<file path="config.mk">
export PLATFORM = sky130hd
export DESIGN_NAME = brs_sequencer
export DESIGN_NICKNAME = d
export VERILOG_FILES = /design/src/brs_pkg.sv /design/src/brs_tmr_if.sv /design/src/brs_sequencer.sv /design/src/brs_start_timer.sv
export SDC_FILE = /design/constraint.sdc
export NUM_CORES = 1
export LEC_CHECK = 0
export BUFFER_PORTS_ARGS = -buffer_cell sky130_fd_sc_hd__buf_2
export CAP_MARGIN = 20
export CORE_UTILIZATION = 57
export CTS_CLUSTER_SIZE = 14
export DETAILED_ROUTE_END_ITERATION = 12
export GPL_TIMING_DRIVEN = 0
export HOLD_SLACK_MARGIN = 0.1
export PLACE_DENSITY = 0.85
export SKIP_LAST_GASP = 1
export SLEW_MARGIN = 10
export SYNTH_ARGS = -nofsm -noshare
export SYNTH_HDL_FRONTEND = slang
export SYNTH_SLANG_ARGS = --single-unit
export TNS_END_PERCENT = 5
</file>
<file path="constraint.sdc">
create_clock -name core_clk -period 2.29 [get_ports core_clk]
set_clock_uncertainty 0.1 [all_clocks]
set_input_delay 0.458 -clock core_clk [delete_from_list [all_inputs] [get_ports core_clk]]
set_output_delay 0.458 -clock core_clk [all_outputs]
set_load 0.01 [all_outputs]
</file>
<file path="src/brs_pkg.sv">
// constants and types shared by the brown-out reset sequencer
package brs_pkg;
   // time base: core_clk runs at 200 MHz
   localparam int unsigned BRS_CLK_KHZ      = 200_000;
   // power-up timer delay in ms, oscillator start-up delay in oscillator periods
   localparam int unsigned BRS_PWRT_MS      = 96;
   localparam int unsigned BRS_OST_TOSC     = 1024;
   // cycle counts derived from the times above
   localparam int unsigned BRS_PWRT_CYC     = BRS_PWRT_MS * BRS_CLK_KHZ;
   localparam int unsigned BRS_OST_CYC      = BRS_OST_TOSC;
   localparam int unsigned BRS_START_CYC    = (BRS_PWRT_CYC > BRS_OST_CYC) ? BRS_PWRT_CYC : BRS_OST_CYC;
   // width of the start-up counter, holds 19.2 million
   localparam int unsigned BRS_CNT_W        = 25;

   // register offsets on the local register port
   localparam logic [3:0]  BRS_OFS_DIR_H    = 4'h0;
   localparam logic [3:0]  BRS_OFS_DIR_J    = 4'h1;
   localparam logic [3:0]  BRS_OFS_TMR3_CTL = 4'h2;
   localparam logic [3:0]  BRS_OFS_INT_STAT = 4'h3;
   localparam logic [3:0]  BRS_OFS_PFLAG1   = 4'h4;
   localparam logic [3:0]  BRS_OFS_PFLAG2   = 4'h5;
   localparam logic [3:0]  BRS_OFS_STATUS   = 4'h6;

   // reset values
   localparam logic [7:0]  BRS_RST_DIR      = 8'hFF;
   localparam logic [6:0]  BRS_RST_TMR3     = 7'h00;
   localparam logic [7:0]  BRS_RST_FLAGS    = 8'h00;

   // status register field positions
   localparam int unsigned BRS_ST_HOLD_BIT  = 0;
   localparam int unsigned BRS_ST_START_BIT = 1;
   localparam int unsigned BRS_ST_SLEEP_BIT = 2;
   localparam int unsigned BRS_ST_BOR_BIT   = 3;

   // sequencer states, one-hot
   typedef enum logic [3:0] {
      BRS_HOLD  = 4'b0001,
      BRS_START = 4'b0010,
      BRS_RUN   = 4'b0100,
      BRS_SLEEP = 4'b1000
   } brs_state_t;
endpackage

</file>
<file path="src/brs_tmr_if.sv">
// link between the sequencer and its start-up timer
`timescale 1ns/1ps
`default_nettype none
interface brs_tmr_if;
   logic clear;   // restart the delay from zero
   logic run;     // count while high
   logic done;    // delay has fully elapsed
   modport ctl (output clear, output run, input done);
   modport tmr (input clear, input run, output done);
endinterface
`default_nettype wire

</file>
<file path="src/brs_sequencer.sv">
// brown-out reset sequencer with reset-time register defaults
//
// Decided for this implementation: the register offsets and the address-and-strobe port.
`timescale 1ns/1ps
`default_nettype none
module brs_sequencer
   import brs_pkg::*;
#(
   parameter int unsigned START_CYCLES = BRS_START_CYC
) (
   // clock and reset
   input  wire logic       core_clk,
   input  wire logic       rst_n,
   // analog comparator and pins, asynchronous
   input  wire logic       supply_low,
   input  wire logic       brownout_enable_bit,
   input  wire logic       master_clear_pin_n,
   // core events, same clock
   input  wire logic       wdt_timeout,
   input  wire logic       sleep_enter,
   input  wire logic       global_interrupt_disable,
   input  wire logic [7:0] wake_int_set,
   input  wire logic [7:0] wake_pf1_set,
   input  wire logic [7:0] wake_pf2_set,
   // external bus controller
   input  wire logic       ext_bus_mode,
   input  wire logic [7:0] bus_dir_h,
   input  wire logic [7:0] bus_dir_j,
   // register port
   input  wire logic [3:0] reg_addr,
   input  wire logic [7:0] reg_wdata,
   input  wire logic       reg_wr,
   input  wire logic       reg_rd,
   output logic      [7:0] reg_rdata,
   // reset and port outputs
   output logic            chip_reset,
   output logic            pc_load_vector,
   output logic      [7:0] port_h_dir,
   output logic      [7:0] port_j_dir,
   output logic      [6:0] timer3_control,
   output logic            brownout_flag
);
   // whole state of the sequencer
   typedef struct packed {
      brs_state_t st;         // sequencer state
      logic       sup_s1;     // supply sync, first stage
      logic       sup_s2;     // supply sync, second stage
      logic       en_s1;      // enable sync, first stage
      logic       en_s2;      // enable sync, second stage
      logic       clr_s1;     // clear pin sync, first stage
      logic       clr_s2;     // clear pin sync, second stage
      logic [7:0] dir_h;      // port h direction register
      logic [7:0] dir_j;      // port j direction register
      logic [6:0] tmr3;       // timer3 control, top bit absent
      logic [7:0] int_stat;   // interrupt status
      logic [7:0] pflag1;     // peripheral flags one
      logic [7:0] pflag2;     // peripheral flags two
      logic       bor;        // sticky brown-out cause
      logic [7:0] rdata;      // read data, one cycle
      logic       reset;      // chip reset output
      logic       vec;        // vector load pulse
      logic [7:0] h_out;      // effective port h direction
      logic [7:0] j_out;      // effective port j direction
   } brs_st_t;

   // power-on value; synchronisers start as supply good, clear released
   localparam brs_st_t RST_VAL = '{
      st: BRS_START, sup_s1: 1'b0, sup_s2: 1'b0, en_s1: 1'b0, en_s2: 1'b0,
      clr_s1: 1'b1, clr_s2: 1'b1, dir_h: BRS_RST_DIR, dir_j: BRS_RST_DIR,
      tmr3: BRS_RST_TMR3, int_stat: BRS_RST_FLAGS, pflag1: BRS_RST_FLAGS,
      pflag2: BRS_RST_FLAGS, bor: 1'b0, rdata: 8'h00, reset: 1'b1, vec: 1'b0,
      h_out: BRS_RST_DIR, j_out: BRS_RST_DIR};

   brs_st_t q_r;     // registered state
   brs_st_t q_nxt;   // next state

   brs_tmr_if tmr_if ();

   logic bor_low;     // qualified under-voltage
   logic hold_req;    // any level that holds reset
   logic wake_any;    // some wake source present
   logic wr_hit;      // write strobe to a live register

   // flag register update: software value, hardware set wins
   function automatic logic [7:0] flag_upd(input logic [7:0] cur, input logic [7:0] set,
                                            input logic hit, input logic [7:0] wd);
      logic [7:0] base;
      base = hit ? wd : cur;
      return base | set;
   endfunction

   // start-up delay counter
   brs_start_timer #(
      .START_CYCLES (START_CYCLES)
   ) u_timer (
      .core_clk (core_clk),
      .rst_n    (rst_n),
      .tmr      (tmr_if.tmr)
   );

   // qualification of reset causes from synchronised levels
   always_comb begin
      bor_low  = q_r.en_s2 && q_r.sup_s2;
      hold_req = bor_low || !q_r.clr_s2;
      wake_any = (wake_int_set != 8'h00) || (wake_pf1_set != 8'h00) || (wake_pf2_set != 8'h00);
      wr_hit   = reg_wr && !q_r.reset;
   end

   // timer control: held at zero outside start-up, so a watchdog
   // restart from run waits the full delay as well
   always_comb begin
      tmr_if.clear = (q_r.st != BRS_START) || hold_req;
      tmr_if.run   = (q_r.st == BRS_START) && !hold_req;
   end

   // next-state logic for sequencer, registers and outputs
   always_comb begin
      q_nxt = q_r;
      // two-stage synchronisers, first stage read only here
      q_nxt.sup_s1  = supply_low;
      q_nxt.sup_s2  = q_r.sup_s1;
      q_nxt.en_s1   = brownout_enable_bit;
      q_nxt.en_s2   = q_r.en_s1;
      q_nxt.clr_s1  = master_clear_pin_n;
      q_nxt.clr_s2  = q_r.clr_s1;
      q_nxt.vec     = 1'b0;

      // sequencer
      unique case (q_r.st)
         BRS_HOLD: begin
            // stay in reset until every holding level is gone
            if (!hold_req) begin
               q_nxt.st = BRS_START;
            end
         end
         BRS_START: begin
            if (hold_req) begin
               q_nxt.st = BRS_HOLD;
            end else if (tmr_if.done) begin
               q_nxt.st = BRS_RUN;
            end
         end
         BRS_RUN: begin
            if (hold_req) begin
               q_nxt.st = BRS_HOLD;
            end else if (wdt_timeout) begin
               q_nxt.st = BRS_START;
            end else if (sleep_enter) begin
               q_nxt.st = BRS_SLEEP;
            end
         end
         BRS_SLEEP: begin
            if (hold_req) begin
               q_nxt.st = BRS_HOLD;
            end else if (wdt_timeout || wake_any) begin
               // wake keeps every register as it was except the flags that the wake source sets
               q_nxt.st  = BRS_RUN;
               q_nxt.vec = (wake_int_set != 8'h00) && !global_interrupt_disable;
            end
         end
      endcase

      // sticky brown-out cause, set wins over the clear
      if (wr_hit && reg_addr == BRS_OFS_STATUS && reg_wdata[BRS_ST_BOR_BIT]) begin
         q_nxt.bor = 1'b0;
      end
      if (bor_low && q_r.st != BRS_HOLD) begin
         q_nxt.bor = 1'b1;
      end

      // software writes, ignored while the chip is in reset
      if (wr_hit && reg_addr == BRS_OFS_DIR_H) begin
         q_nxt.dir_h = reg_wdata;
      end
      if (wr_hit && reg_addr == BRS_OFS_DIR_J) begin
         q_nxt.dir_j = reg_wdata;
      end
      if (wr_hit && reg_addr == BRS_OFS_TMR3_CTL) begin
         q_nxt.tmr3 = reg_wdata[6:0];
      end
      // wake sources mark themselves in the flag registers
      q_nxt.int_stat = flag_upd(q_r.int_stat, wake_int_set, wr_hit && reg_addr == BRS_OFS_INT_STAT,
                                reg_wdata);
      q_nxt.pflag1   = flag_upd(q_r.pflag1, wake_pf1_set, wr_hit && reg_addr == BRS_OFS_PFLAG1,
                                reg_wdata);
      q_nxt.pflag2   = flag_upd(q_r.pflag2, wake_pf2_set, wr_hit && reg_addr == BRS_OFS_PFLAG2,
                                reg_wdata);

      // any device reset returns the direction registers to inputs; in bus mode the pins still follow the bus controller
      if (q_nxt.st == BRS_HOLD || q_nxt.st == BRS_START) begin
         q_nxt.dir_h = BRS_RST_DIR;
         q_nxt.dir_j = BRS_RST_DIR;
         q_nxt.tmr3  = BRS_RST_TMR3;
      end
      q_nxt.reset = (q_nxt.st == BRS_HOLD) || (q_nxt.st == BRS_START);

      // bus modes drive the pins from the bus controller instead
      q_nxt.h_out = ext_bus_mode ? bus_dir_h : q_nxt.dir_h;
      q_nxt.j_out = ext_bus_mode ? bus_dir_j : q_nxt.dir_j;

      // read data stand for one cycle only; unmapped reads give zero
      q_nxt.rdata = 8'h00;
      if (reg_rd) begin
         unique case (reg_addr)
            BRS_OFS_DIR_H:    q_nxt.rdata = q_r.dir_h;
            BRS_OFS_DIR_J:    q_nxt.rdata = q_r.dir_j;
            BRS_OFS_TMR3_CTL: q_nxt.rdata = {1'b0, q_r.tmr3};
            BRS_OFS_INT_STAT: q_nxt.rdata = q_r.int_stat;
            BRS_OFS_PFLAG1:   q_nxt.rdata = q_r.pflag1;
            BRS_OFS_PFLAG2:   q_nxt.rdata = q_r.pflag2;
            BRS_OFS_STATUS: begin
               q_nxt.rdata[BRS_ST_HOLD_BIT]  = q_r.st == BRS_HOLD;
               q_nxt.rdata[BRS_ST_START_BIT] = q_r.st == BRS_START;
               q_nxt.rdata[BRS_ST_SLEEP_BIT] = q_r.st == BRS_SLEEP;
               q_nxt.rdata[BRS_ST_BOR_BIT]   = q_r.bor;
            end
            default:          q_nxt.rdata = 8'h00;
         endcase
      end
   end

   // the only clocked process; reset loads a constant
   always_ff @(posedge core_clk or negedge rst_n) begin
      if (!rst_n) begin
         q_r <= RST_VAL;
      end else begin
         q_r <= q_nxt;
      end
   end

   // outputs straight from the state register
   assign reg_rdata      = q_r.rdata;
   assign chip_reset     = q_r.reset;
   assign pc_load_vector = q_r.vec;
   assign port_h_dir     = q_r.h_out;
   assign port_j_dir     = q_r.j_out;
   assign timer3_control = q_r.tmr3;
   assign brownout_flag  = q_r.bor;
endmodule
`default_nettype wire

</file>
<file path="src/brs_start_timer.sv">
// combined power-up and oscillator start-up delay counter
`timescale 1ns/1ps
`default_nettype none
module brs_start_timer
   import brs_pkg::*;
#(
   parameter int unsigned START_CYCLES = BRS_START_CYC
) (
   // clock and reset
   input  wire logic core_clk,
   input  wire logic rst_n,
   // sequencer side
   brs_tmr_if.tmr    tmr
);
   // counter state
   typedef struct packed {
      logic [BRS_CNT_W-1:0] cnt;   // cycles elapsed
      logic                 done;  // delay complete
   } brs_tmr_st_t;

   localparam logic [BRS_CNT_W-1:0] LAST = BRS_CNT_W'(START_CYCLES - 1);

   brs_tmr_st_t q_r;    // registered state
   brs_tmr_st_t q_nxt;  // next state

   // count up to the longer of the two delays
   always_comb begin
      q_nxt = q_r;
      if (tmr.clear) begin
         // a new dip throws away the delay so far
         q_nxt.cnt  = '0;
         q_nxt.done = 1'b0;
      end else if (tmr.run && !q_r.done) begin
         q_nxt.cnt = q_r.cnt + 1'b1;
         if (q_r.cnt == LAST) begin
            q_nxt.done = 1'b1;
         end
      end
   end

   // state register
   always_ff @(posedge core_clk or negedge rst_n) begin
      if (!rst_n) begin
         q_r <= '0;
      end else begin
         q_r <= q_nxt;
      end
   end

   assign tmr.done = q_r.done;
endmodule
`default_nettype wire

</file>
Word level (Yosys, flattened, before mapping):

Cells that the tools add are included.
W data, S select, Z words.

* word-level logic and storage cells: 103
* register bits after elaboration: 110
* bits of input ports: 63
* output and inout bits: 34

* reduce and logical (&&, ||, !) cells: 34
* muxes and demuxes: 29
* add/subtract/negate cells: 1
* eq/ne operators: 15
* bitwise operators: 3

Operators with widths (number)
* $mux W8: 8
* $mux W26: 2
* $mux W4: 8
* $pmux W4 S7: 1
* $add A25 B1 Y25 const B: 1
* $eq A25 B25 Y1 const B: 1
* $or A8 B8 Y8: 3
* $pmux W4 S6: 1
* $reduce_bool A8 Y1: 3
* $mux W23: 1
* $eq A4 B2 Y1 const B: 4
* $eq A4 B3 Y1 const B: 4
* $pmux W4 S4: 1
* $logic_and A1 B1 Y1: 14
* $eq A4 B1 Y1 const B: 3
* $reduce_bool A2 Y1: 4
* $mux W7: 1
* $logic_or A1 B1 Y1: 6
* $mux W1: 6
* $logic_not A1 Y1: 5
* $eq A4 B4 Y1 const B: 1
* $logic_not A4 Y1: 1
* $ne A4 B1 Y1 const B: 1
* $ne A4 B2 Y1 const B: 1
* $reduce_and A2 Y1: 1

Depth between registers and ports, before layout:

Gate-level depths: netlist (run 1).

* depth after elaboration: 11
* mapped depth: 9

Hierarchy:

From an unflattened synthesis (run 1), not the netlist that was laid out.

* cell total of the unflattened synthesis: 592
* area total of the unflattened synthesis: 6147.1 um2

By module, submodules not included
* brs_sequencer: cells each 440, area each 4715.8 um2, times used 1
* brs_start_timer: cells each 152, area each 1431.4 um2, times used 1

Worst setup path before layout (run 1):

Ideal clock, no wire load.

* kind: reg2reg
* start: register q_r[81] (netlist bit)
* end: register q_r (netlist bit port_h_dir[4])
* cell stages (with the launch flop): 10
* required time: 2117 ps
* arrival time: 1839 ps
* slack: 278 ps
* period minus slack after synthesis: 2012 ps
* cell sequence: dfstp_2 -> buf_4 -> nand2_1 -> a2111o_1 -> o211a_1 -> buf_6 -> nand2b_1 -> buf_6 -> buf_6 -> a21oi_1

RTL lines
* start, declared: line brs_sequencer.sv:74 `brs_st_t q_r;`
* start signal, assigned: line brs_sequencer.sv:227 `q_r <= q_nxt;`

==> metrics, run 1 <==
final wirelength 15.1 mm; Hold Path Class in -> reg; Mapped Nets 649; first-pass GRT wire length 24.9 mm; Storage cell area 2800 sq um; Critical Path RT 2500 ps; ys flop type dfrtp_1; Ys Warns 0; Netlist cell types 65; worst IR drop on VDD 523 uV; terminus of the critical flop-to-flop path port_h_dir[6]; top sig layer met4; H-tree Lvls 3; I/O Buffers 94; metal1 wirelength 6.63 mm; Peak Freq 450 MHz; DRT antenna net count 0; largest net degree at the start of global routing 68; Clock power frac 0.214; 1st-pass router iterations 5; Comb power frac 0.351; CTS Sinks 110; TritonCTS clock tree yes; arrival time worst endpoint 2440 ps; CP endpoint kind flop; Die Width 105 um; FILL cells 808; Ant. Diodes 0; Detail Route met3 WL 1.11 mm; Clock Latency Late Sink 380 ps; sequential area share after synthesis 0.465; Setup WS post-layout 65.6 ps; layout cells sized above 1 0.342; cell row count 37; routed vias/inst 6.01; worst hold slack 166 ps; 1st-iter DRT viols 518; clock root buffer clkbuf_8; Tcrit/Tclk final 0.971; Final Util 0.676; Avg Cell Area, Syn 10.3 sq um; leakage power 2.95 nW; Chip Height 105 um; Pwr Density 747 nW/um^2; fin nets 763; antenna violations before repair 0; I/O pin cnt 97; DP HPWL 11.1 mm; Synth Register Bits 110; flop2flop setup slack 70 ps; critical path class reg -> reg; ys async rst share 1.00; Worst slew margin 0.529; number of global-route vias before repair 5005; fin. max-slew vios 0; DP Worst Slack -32.6 ps; Num CTS Buffers 9; Hold Path Depth 2; Post-synth EDFFs 0; dpl cell area 6690 sq um; GPL Wtd Cong 0.936; Slew @ Worst Pin 689 ps; commonest non-fill, non-tap cell in the layout buf_2; Syn Inst Count 585; Worst setup SP type flop; run status completed; final hold vios 0; Period minus WS final 2220 ps; vias 5050; final setup vio count 0; Pint 3.38 mW; reg2reg start q_r[81]; worst-path fanout max 10; Max Cap Viol 0; Syn Std Cell Area 6020 sq um; Seq pwr share 0.435; hold endpoint q_r[31]; gr ovfl total 0; most frequent cells in the layout buf_2, dfrtp_1, nand2_1, nor2_1, buf_4; Core ar. 10300 sq um; wire length on met2 6.96 mm; GRT Total Usage 0.290; Worst R2R Path Depth 8; Initial Utilization 0.585; Clock Pin Slew Worst Setup and Hold Paths 110 ps; post-DR wirelength/cell 18.0 um; Die Area 11000 sq um; Layout area overhead 15.5%; CTS Buffer Depth 2; Total Power 5.19 mW; RSZ-0062 raised after global routing yes; sw frac 0.348; # DRC 0; Worst Hold Launch wake_pf2_set[4]; multi-input logic area 2800 sq um; Psw 1.81 mW; final instance area 6950 sq um
-- power groups by stage --
stage | clock (mW) | sequential (mW) | combinational (mW)
global placement | 0 | 2.28 | 1.66
CTS | 1.13 | 2.26 | 1.77
finish | 1.11 | 2.26 | 1.82
floorplan | 0 | 2.26 | 1.26
detailed placement | 0 | 2.29 | 1.71
global route | 1.20 | 2.27 | 1.96
-- layout make-up --
class | count | area share
plain buffers | 66 | 0.0603
clock buffers | 13 | 0.0229
clock inverters | 3 | 0.00270
inverters | 4 | 0.00216
multi-input cells | 405 | 0.402
flip-flops and latches | 110 | 0.402
well taps | 136 | 0.0245
repair buffers | 103 | 0.0826
-- kinds of logic (layout without fill, tap and decap cells) --
| kind of cell | Yosys count | in the layout | share of synthesized area |
|---|---|---|---|
| DFF | 110 | 110 | 0.465 |
| muxes | 38 | 38 | 0.0761 |
| AOI/OAI and AO/OA | 127 | 127 | 0.148 |
| xor gates and xnor gates | 20 | 20 | 0.0322 |
| buffers and inverters | 70 | 189 | 0.0719 |
| and+or+nand+nor | 219 | 219 | 0.205 |
| adders and majority gates | 1 | 1 | 0.00208 |
-- registers in the layout, indices dropped and copies added, names as in the netlist --
name              count
chip_reset            1
u_timer.tmr.done      1
reg_rdata             8
q_nxt                 3
u_timer.q_r          25
brownout_flag         1
pc_load_vector        1
port_j_dir            8
q_r                  47
timer3_control        7
port_h_dir            8
-- worst max-delay path: stages (launching register included) --
cell      delay [ps]
dfstp_2          540
buf_4            170
nand2_1           60
a2111o_1         400
o211a_1          140
buf_6            150
buf_2            190
a211oi_1         290
a21oi_1          120
-- worst max-delay path by stage --
stage	from	endpoint	slack (ps)
finish	q_r[81]	port_h_dir[6]	70
global route	q_r[83]	port_j_dir[6]	-40
CTS	q_r[81]	port_j_dir[3]	60
detailed placement	q_r[81]	port_j_dir[3]	-30
global placement	rst_n	timer3_control[4]	-490
floorplan	q_r[81]	port_h_dir[4]	280
-- metal layers --
layer / global-route usage / up-vias
li1: - / 2300
met1: 0.401 / 2440
met2: 0.451 / 273
met3: 0.0468 / 37
met4: 0.133 / 0
met5: 0 / -
-- synthesized netlist by cell type, drive strengths merged (5+ instances only) --
| cell | number | area [sq um] |
|---|---|---|
| nand4 | 5 | 37.5 |
| nand3 | 14 | 82.6 |
| dfstp | 36 | 946 |
| clkbuf | 19 | 71.3 |
| mux2 | 22 | 248 |
| dfrtp | 74 | 1850 |
| nor2 | 37 | 139 |
| nor2b | 6 | 45.0 |
| nand3b | 17 | 128 |
| a21o | 16 | 120 |
| xnor2 | 13 | 133 |
| nor4 | 10 | 62.6 |
| buf | 47 | 347 |
| and3 | 13 | 81.3 |
| o21ai | 8 | 40.0 |
| xor2 | 7 | 61.3 |
| a21oi | 36 | 184 |
| o31ai | 18 | 149 |
| a211oi | 19 | 143 |
| a22oi | 7 | 52.6 |
| nand2b | 23 | 144 |
| mux2i | 12 | 120 |
| a211o | 8 | 70.1 |
| nand2 | 60 | 230 |
| nor3 | 10 | 50.1 |
-- metrics by stage --
step	TNS (ps)	cells
finish	0	840
global route	-182	840
CTS	0	838
detailed placement	-56.5	816
global placement	-35960	815
floorplan	0	585
-- timing repair --
action | 4_1_cts | 5_1_grt
gates resized for setup | 0 | 5
setup buffers | 2 | 2
endpoints found under the setup margin | 9 | 16
hold buffers | 4 | 0
pin swaps | 1 | 1
hold endpoints to repair | 29 | 0
Note: power is estimated with default switching activity, not from simulation.
==> run 2, diff against run 1 <==
--- a/config.mk
+++ b/config.mk
@@ -13,6 +13,7 @@
 export GPL_TIMING_DRIVEN = 0
 export HOLD_SLACK_MARGIN = 0.1
 export PLACE_DENSITY = 0.85
+export RECOVER_POWER = 100
 export SKIP_LAST_GASP = 1
 export SLEW_MARGIN = 10
 export SYNTH_ARGS = -nofsm -noshare
==> run 2 against run 1 <==
Effect of this change:
- global-route usage did not move
- wire length fell by 0.11%
- die area did not move
- worst setup slack got worse by 7.5 ps
- clock power barely moved
- flip-flop and latch count did not move
- worst hold slack improved by 0.89 ps
- final area fell by 0.63%
- power fell by 0.21%
- final cell count did not move
- non-clock buffer count did not move
- core utilization fell by 0.43 points
==> metrics, run 2 (synthesis gave the netlist of run 1 again) <==
run status completed; Initial Utilization 0.585 (unchanged); Worst Setup SP q_r[81]; Post-Layout Cell Count 840 (unchanged); gr ovfl total 0 (unchanged); final instance area 6910 sq um (-0.63%); Die Area 11000 sq um (unchanged); Peak Freq 448 MHz (-0.33%); Core ar. 10300 sq um (unchanged); Total Power 5.18 mW (-0.21%); # DRC 0 (unchanged); multi-input logic area 2800 sq um (unchanged); largest registers q_r x47, u_timer.q_r x25; FILL cells 821 (+1.6%); dpl cell area 6690 sq um (unchanged); Hold Path Class in -> reg; Pwr Density 750 nW/um^2 (+0.43%); reg2reg start q_r[81]; Worst setup SP type flop; Clock Pin Slew Worst Setup and Hold Paths 110 ps (about the same); GRT Total Usage 0.290 (unchanged); arrival time worst endpoint 2450 ps (about the same); 1st-pass router iterations 5 (unchanged); CTS Sinks 110 (unchanged); DP Worst Slack -32.6 ps (unchanged); Tcrit/Tclk final 0.975 (+0.00326); Worst Hold Launch wake_pf2_set[4]; RSZ-0062 raised after global routing yes; most frequent cells in the layout dfrtp_1, buf_2, nand2_1, clkbuf_1, nor2_1; Worst slew margin 0.246 (-0.282); final wirelength 15.1 mm (-0.11%); clock root buffer clkbuf_8; Clock power frac 0.215 (about the same); GPL Wtd Cong 0.936 (unchanged); layout cells sized above 1 0.297 (-0.0455); CP endpoint kind flop; number of global-route vias before repair 5005 (unchanged); Top reg by flops q_r; Chip Height 105 um (unchanged); Worst R2R Path Depth 8 (unchanged); commonest non-fill, non-tap cell in the layout dfrtp_1; Placed Cells 816 (unchanged); largest net degree at the start of global routing 68 (unchanged); I/O pin cnt 97 (unchanged); worst IR drop on VDD 524 uV (+0.24%); 1st-iter DRT viols 512 (-1.2%); Slew @ Worst Pin 1130 ps (+441 ps); cell row count 37 (unchanged); Slowest-stage cell, CP dfstp_2; routed vias/inst 6.01 (about the same); max incr delay on CP 540 ps (about the same); Period minus WS final 2230 ps (+7.48 ps); Largest register FFs 47 (unchanged); flop2flop setup slack 60 ps (about the same); worst hold slack 167 ps (+0.892 ps); Clock Latency Late Sink 380 ps (about the same); Seq pwr share 0.436 (about the same); H-tree Lvls 3 (unchanged); worst-path cell chain buf_4 -> nand2_1 -> a2111o_1 -> o211a_1 -> buf_6 -> buf_2 -> a211oi_1 -> a21oi_1; Critical Path RT 2500 ps (about the same); Pint 3.37 mW (-0.47%); antenna violations before repair 0 (unchanged); DP HPWL 11.1 mm (unchanged); DRT antenna net count 0 (unchanged); vias 5045 (-0.099%); Num CTS Buffers 9 (unchanged); fin. max-slew vios 0 (unchanged); CTS Buffer Depth 2 (unchanged); fin nets 763 (unchanged); Die Width 105 um (unchanged); Ant. Diodes 0 (unchanged); Psw 1.81 mW (+0.28%); leakage power 2.86 nW (-2.9%); worst-path fanout max 10 (unchanged); Layout area overhead 14.8%; first-pass GRT wire length 24.9 mm (unchanged); TritonCTS clock tree yes; Worst Setup EP port_h_dir[6]; terminus of the critical flop-to-flop path port_h_dir[6]; critical path class reg -> reg; final hold vios 0 (unchanged); Comb power frac 0.349 (-0.002); final setup vio count 0 (unchanged); post-DR wirelength/cell 18.0 um (-0.11%); sw frac 0.350 (+0.00170); Setup WS post-layout 58.1 ps (-7.48 ps); Storage cell area 2800 sq um (unchanged); Setup TNS 0 ps (unchanged); Final Util 0.672 (-0.00426); I/O Buffers 94 (unchanged); Max Cap Viol 0 (unchanged)
==> run 2: repair_timing <==
action	4_1_cts	5_1_grt
cloned	0	0
pin swaps	1	1
hold endpoints to repair	29	0
setup endpoints to repair	9	16
hold buffers	4	0
setup buffers	2	2
gates resized for setup	0	5
==> run 2: metal layers <==
| metal | part of all wire | wire, um | track usage | vias to the layer above |
|---|---|---|---|---|
| li1 | - | - | - | 2303 |
| met2 | 0.46 | 6920 | 0.451 | 257 |
| met5 | 0 | 0 | 0 | - |
| met4 | 0.028 | 423 | 0.133 | 0 |
| met3 | 0.076 | 1140 | 0.0468 | 35 |
| met1 | 0.44 | 6610 | 0.401 | 2450 |
==> run 2: worst max-delay path: cells and delay by family (launching register included) <==
kind / cells / cell delay, ps
AOI/OAI and AO/OA: 4 / 950
DFF: 1 / 540
buffers and inverters: 3 / 510
and+or+nand+nor: 1 / 60
==> run 2: layout make-up <==
type	count	area share
buffer	66	0.0607
multi-input combinational	405	0.405
tap	136	0.0246
inverter	4	0.00217
clock inverter	3	0.00272
timing repair buffer	103	0.0768
clock buffer	13	0.0230
sequential	110	0.405
==> run 2: power by group through the flow <==
stage	registers [mW]	clock network [mW]	logic [mW]
final	2.26	1.11	1.81
after global routing	2.27	1.20	1.94
after CTS	2.26	1.13	1.77
after detailed placement	2.29	0	1.71
after global placement	2.28	0	1.66
after floorplan	2.26	0	1.26
==> run 2: how the worst min path moves through the flow <==
stage,to,slack [ps],cells past startpoint
after floorplan,brownout_flag,60,0
after global placement,q_r[74],250,0
after detailed placement,q_r[76],240,0
after CTS,q_r[31],150,2
after global routing,q_r[31],170,2
final,q_r[31],170,2
==> run 3, diff against run 2 <==
--- a/config.mk
+++ b/config.mk
@@ -5,10 +5,11 @@
 export SDC_FILE = /design/constraint.sdc
 export NUM_CORES = 1
 export LEC_CHECK = 0
+export ABC_CLOCK_PERIOD_IN_PS = 2290
 export BUFFER_PORTS_ARGS = -buffer_cell sky130_fd_sc_hd__buf_2
 export CAP_MARGIN = 20
 export CORE_UTILIZATION = 57
-export CTS_CLUSTER_SIZE = 14
+export CTS_CLUSTER_SIZE = 8
 export DETAILED_ROUTE_END_ITERATION = 12
 export GPL_TIMING_DRIVEN = 0
 export HOLD_SLACK_MARGIN = 0.1
@@ -18,5 +19,6 @@
 export SLEW_MARGIN = 10
 export SYNTH_ARGS = -nofsm -noshare
 export SYNTH_HDL_FRONTEND = slang
+export SYNTH_HIERARCHICAL = 1
 export SYNTH_SLANG_ARGS = --single-unit
 export TNS_END_PERCENT = 5
==> run 3 against run 2 <==
Effect of this change:
- die area rose by 2.1%
- non-clock buffer count increased by 1
- core utilization increased by 2.3 points
- fmax fell by 2.5%
- flip-flop and latch count stayed put
- via count grew 1.3%
- clock power about the same
- critical path depth is 1 lower
- largest power group unchanged
- worst setup slack got worse by 57 ps
- critical path type unchanged
- largest cell class is now multi-input gates
- synthesized cell count is 1.2% higher
==> metrics, run 3 <==
Top reg by flops q_r; Comb power frac 0.226 (-0.123); fin nets 775 (+1.6%); worst-path fanout max 6 (-4); sequential area share after synthesis 0.455 (-0.00984); ys flop type dfrtp_1; area leader, netlist dfrtp_1; XOR/XNOR share of the synthesized area 0.0199 (-0.0123); Syn Std Cell Area 6150 sq um (+2.2%); CP endpoint kind flop; number of global-route vias before repair 4943 (-1.2%); worst IR drop on VDD 481 uV (-8.2%); most numerous cell in the Yosys netlist dfrtp_1; CTS Sinks 110 (unchanged); top cells by area, synth dfrtp_1, dfstp_2, buf_4, mux2i_1, nor2b_1; dpl cell area 6830 sq um (+2.0%); GR peak layer met2; critical path class reg -> reg; Initial Utilization 0.593 (+0.00732); cell row count 37 (unchanged); M1 GR Usage 0.413 (+0.0120); Synth Register Bits 110 (unchanged); Placed Cells 823 (+0.86%); multiplexer share of the synthesized area 0.0605 (-0.0157); Clock Pin Slew Worst Setup and Hold Paths 90 ps (-20 ps); I/O Buffers 94 (unchanged); Critical Path RT 2500 ps (about the same); largest family of logic cells by synthesized area simple AND/OR/NAND/NOR gates; sw frac 0.294 (-0.0556); simple-gate share of the synthesized area 0.208 (+0.00361); final hold vios 0 (unchanged); antenna violations before repair 0 (unchanged); terminus of the critical flop-to-flop path u_timer/q_r[23]; Synth top cells by count dfrtp_1, nand2_1, nor2_1; final instance area 7210 sq um (+4.3%); DP HPWL 11.7 mm (+6.3%); GRT Total Usage 0.294 (+0.00396); Pwr Density 584 nW/um^2 (-22%); 1st-pass router iterations 7 (+2); leakage power 3.04 nW (+6.2%); Post-Layout Cell Count 852 (+1.4%); gr ovfl total 0 (unchanged); flop2flop setup slack 1 ps (-60 ps); clock root buffer clkbuf_8; Synth Area in Compound Gates 0.176 (+0.0282); Period minus WS final 2290 ps (+56.8 ps); Ys Warns 6 (+6); I/O pin cnt 97 (unchanged); layout cells sized above 1 0.360 (+0.0635); Slew @ Worst Pin 1140 ps (+7.95 ps); largest net degree at the start of global routing 68 (unchanged); CTS Buffer Depth 2 (unchanged); Final Util 0.695 (+0.0228); Worst R2R Path Depth 7 (-1); met3 usage 0.0476 (+0.000832); FILL cells 799 (-2.7%); commonest non-fill, non-tap cell in the layout buf_2; TritonCTS clock tree yes; reg2reg start q_r[81]; arrival time worst endpoint 2500 ps (+50 ps); met2 GRT Util 0.454 (+0.00297); Layout area overhead 17.2%; Pint 2.97 mW (-12%); run status completed; Netlist cell types 75 (+15%); Clock power frac 0.271 (+0.056); Worst setup SP type flop; Die Area 11200 sq um (+2.1%); Die Width 106 um (+1.1%); worst hold slack 162 ps (-4.86 ps); Tcrit/Tclk final 0.999 (+0.0248); Ant. Diodes 0 (unchanged); Hold Path Class in -> reg; final wirelength 15.7 mm (+4.3%); 1st-iter DRT viols 416 (-19%); Mapped Nets 656 (+1.1%); Chip Height 106 um (+1.1%); post-synthesis adder-cell area fraction 0.00204 (-0.0000440); # DRC 0 (unchanged); fin. max-slew vios 0 (unchanged); Avg Cell Area, Syn 10.4 sq um (+0.95%); post-DR wirelength/cell 18.5 um (+2.8%); ys async rst share 1.00 (unchanged); GPL Wtd Cong 0.965 (+3.1%); Worst Hold Launch global_interrupt_disable; Peak Freq 437 MHz (-2.5%); Syn Inst Count 592 (+1.2%); routed vias/inst 6.00 (about the same); Hold Path Depth 2 (unchanged); Max Cap Viol 0 (unchanged); RSZ-0062 raised after global routing yes; vias 5113 (+1.3%); H-tree Lvls 3 (unchanged); DRT antenna net count 0 (unchanged); Num CTS Buffers 9 (unchanged); Synth top area share 0.301 (-0.00651); first-pass GRT wire length 25.6 mm (+2.7%); Seq pwr share 0.503 (+0.067); Clock Latency Late Sink 390 ps (about the same); Post-synth EDFFs 0 (unchanged); largest registers q_r x47, u_timer/q_r x25; most frequent cells in the layout buf_2, dfrtp_1, buf_4, nor2_1; Largest register FFs 47 (unchanged); Worst slew margin 0.241 (-0.00530); Core ar. 10400 sq um (+0.90%); Psw 1.24 mW (-32%); final setup vio count 0 (unchanged); hold endpoint pc_load_vector
==> run 3: cell count changes after synthesis, sizes merged, moves of 8 or more <==
cell and delta:
nand2 -18, o31ai -11, a211oi -13, inv +10
mux2 -15, nand2b -19, a211o +8, nor2b +34
a221oi +17, mux2i +15, a21o -14, and3 -8
o21ai +20
==> run 3: metrics by stage <==
stage / total power [mW] / setup WS (ps) / setup TNS [ps]
floorplan: 2.72 / -77.3 / -167
global placement: 3.00 / -496 / -47370
detailed placement: 3.02 / -518 / -13570
CTS: 4.18 / -51.4 / -739
global route: 4.39 / -97.1 / -585
finish: 4.21 / 1.27 / 0
==> run 3: cell families after synthesis <==
family | Yosys count
AND/OR/NAND/NOR | 223
AO/OA/AOI/OAI | 133
flip-flops | 110
buffers and inverters | 76
adder cells (fa/ha/maj) | 1
multiplexers | 35
XOR/XNOR | 14
==> run 3: layout make-up <==
| type | instances | area, sq um | area share |
|---|---|---|---|
| Clock buffer | 14 | 143 | 0.0198 |
| Buffer | 61 | 423 | 0.0587 |
| Sequential cell | 110 | 2800 | 0.388 |
| Timing Repair Buffer | 109 | 613 | 0.0851 |
| Inverter | 14 | 52.6 | 0.00729 |
| Multi-Input combinational cell | 406 | 2970 | 0.412 |
| Tap cell | 136 | 170 | 0.0236 |
| Clock inverter | 2 | 35.0 | 0.00486 |
==> run 3: worst max-delay path by stage <==
stage          cells past startpoint     from         endpoint
2_1_floorplan                      7  q_r[81]  u_timer/q_r[25]
3_3_place_gp                       1    rst_n   u_timer/q_r[5]
3_5_place_dp                       7  q_r[81]  u_timer/q_r[25]
4_1_cts                            7  q_r[83]          q_r[71]
5_1_grt                            7  q_r[81]  u_timer/q_r[23]
6_report                           7  q_r[81]  u_timer/q_r[23]
==> run 3: power by group through the flow <==
stage / clock [mW] / sequential, mW / combinational, mW
after floorplan: 0 / 2.13 / 0.591
after detailed placement: 0 / 2.15 / 0.879
after CTS: 1.16 / 2.11 / 0.911
after global routing: 1.24 / 2.13 / 1.02
after global placement: 0 / 2.14 / 0.856
final: 1.14 / 2.12 / 0.950
==> run 3: worst max-delay path, stage by stage (launching register included) <==
cell	delay, ps
dfstp_2	600
nor4b_4	220
nand2_1	120
inv_2	70
and4b_1	200
nand4bb_1	180
or4_1	580
a21oi_2	140
==> run 3: repair_timing <==
action | in CTS | in global routing
resized for setup | 7 | 11
hold buffers | 4 | 0
buffers inserted | 4 | 6
hold endpoints to repair | 46 | 0
endpoints found under the setup margin | 44 | 57
pin swaps | 0 | 4
==> run 3: layer usage <==
metal | part of all wire | wire length [um]
met5 | 0 | 0
met4 | 0.031 | 482
met3 | 0.060 | 937
met2 | 0.46 | 7230
met1 | 0.45 | 7090
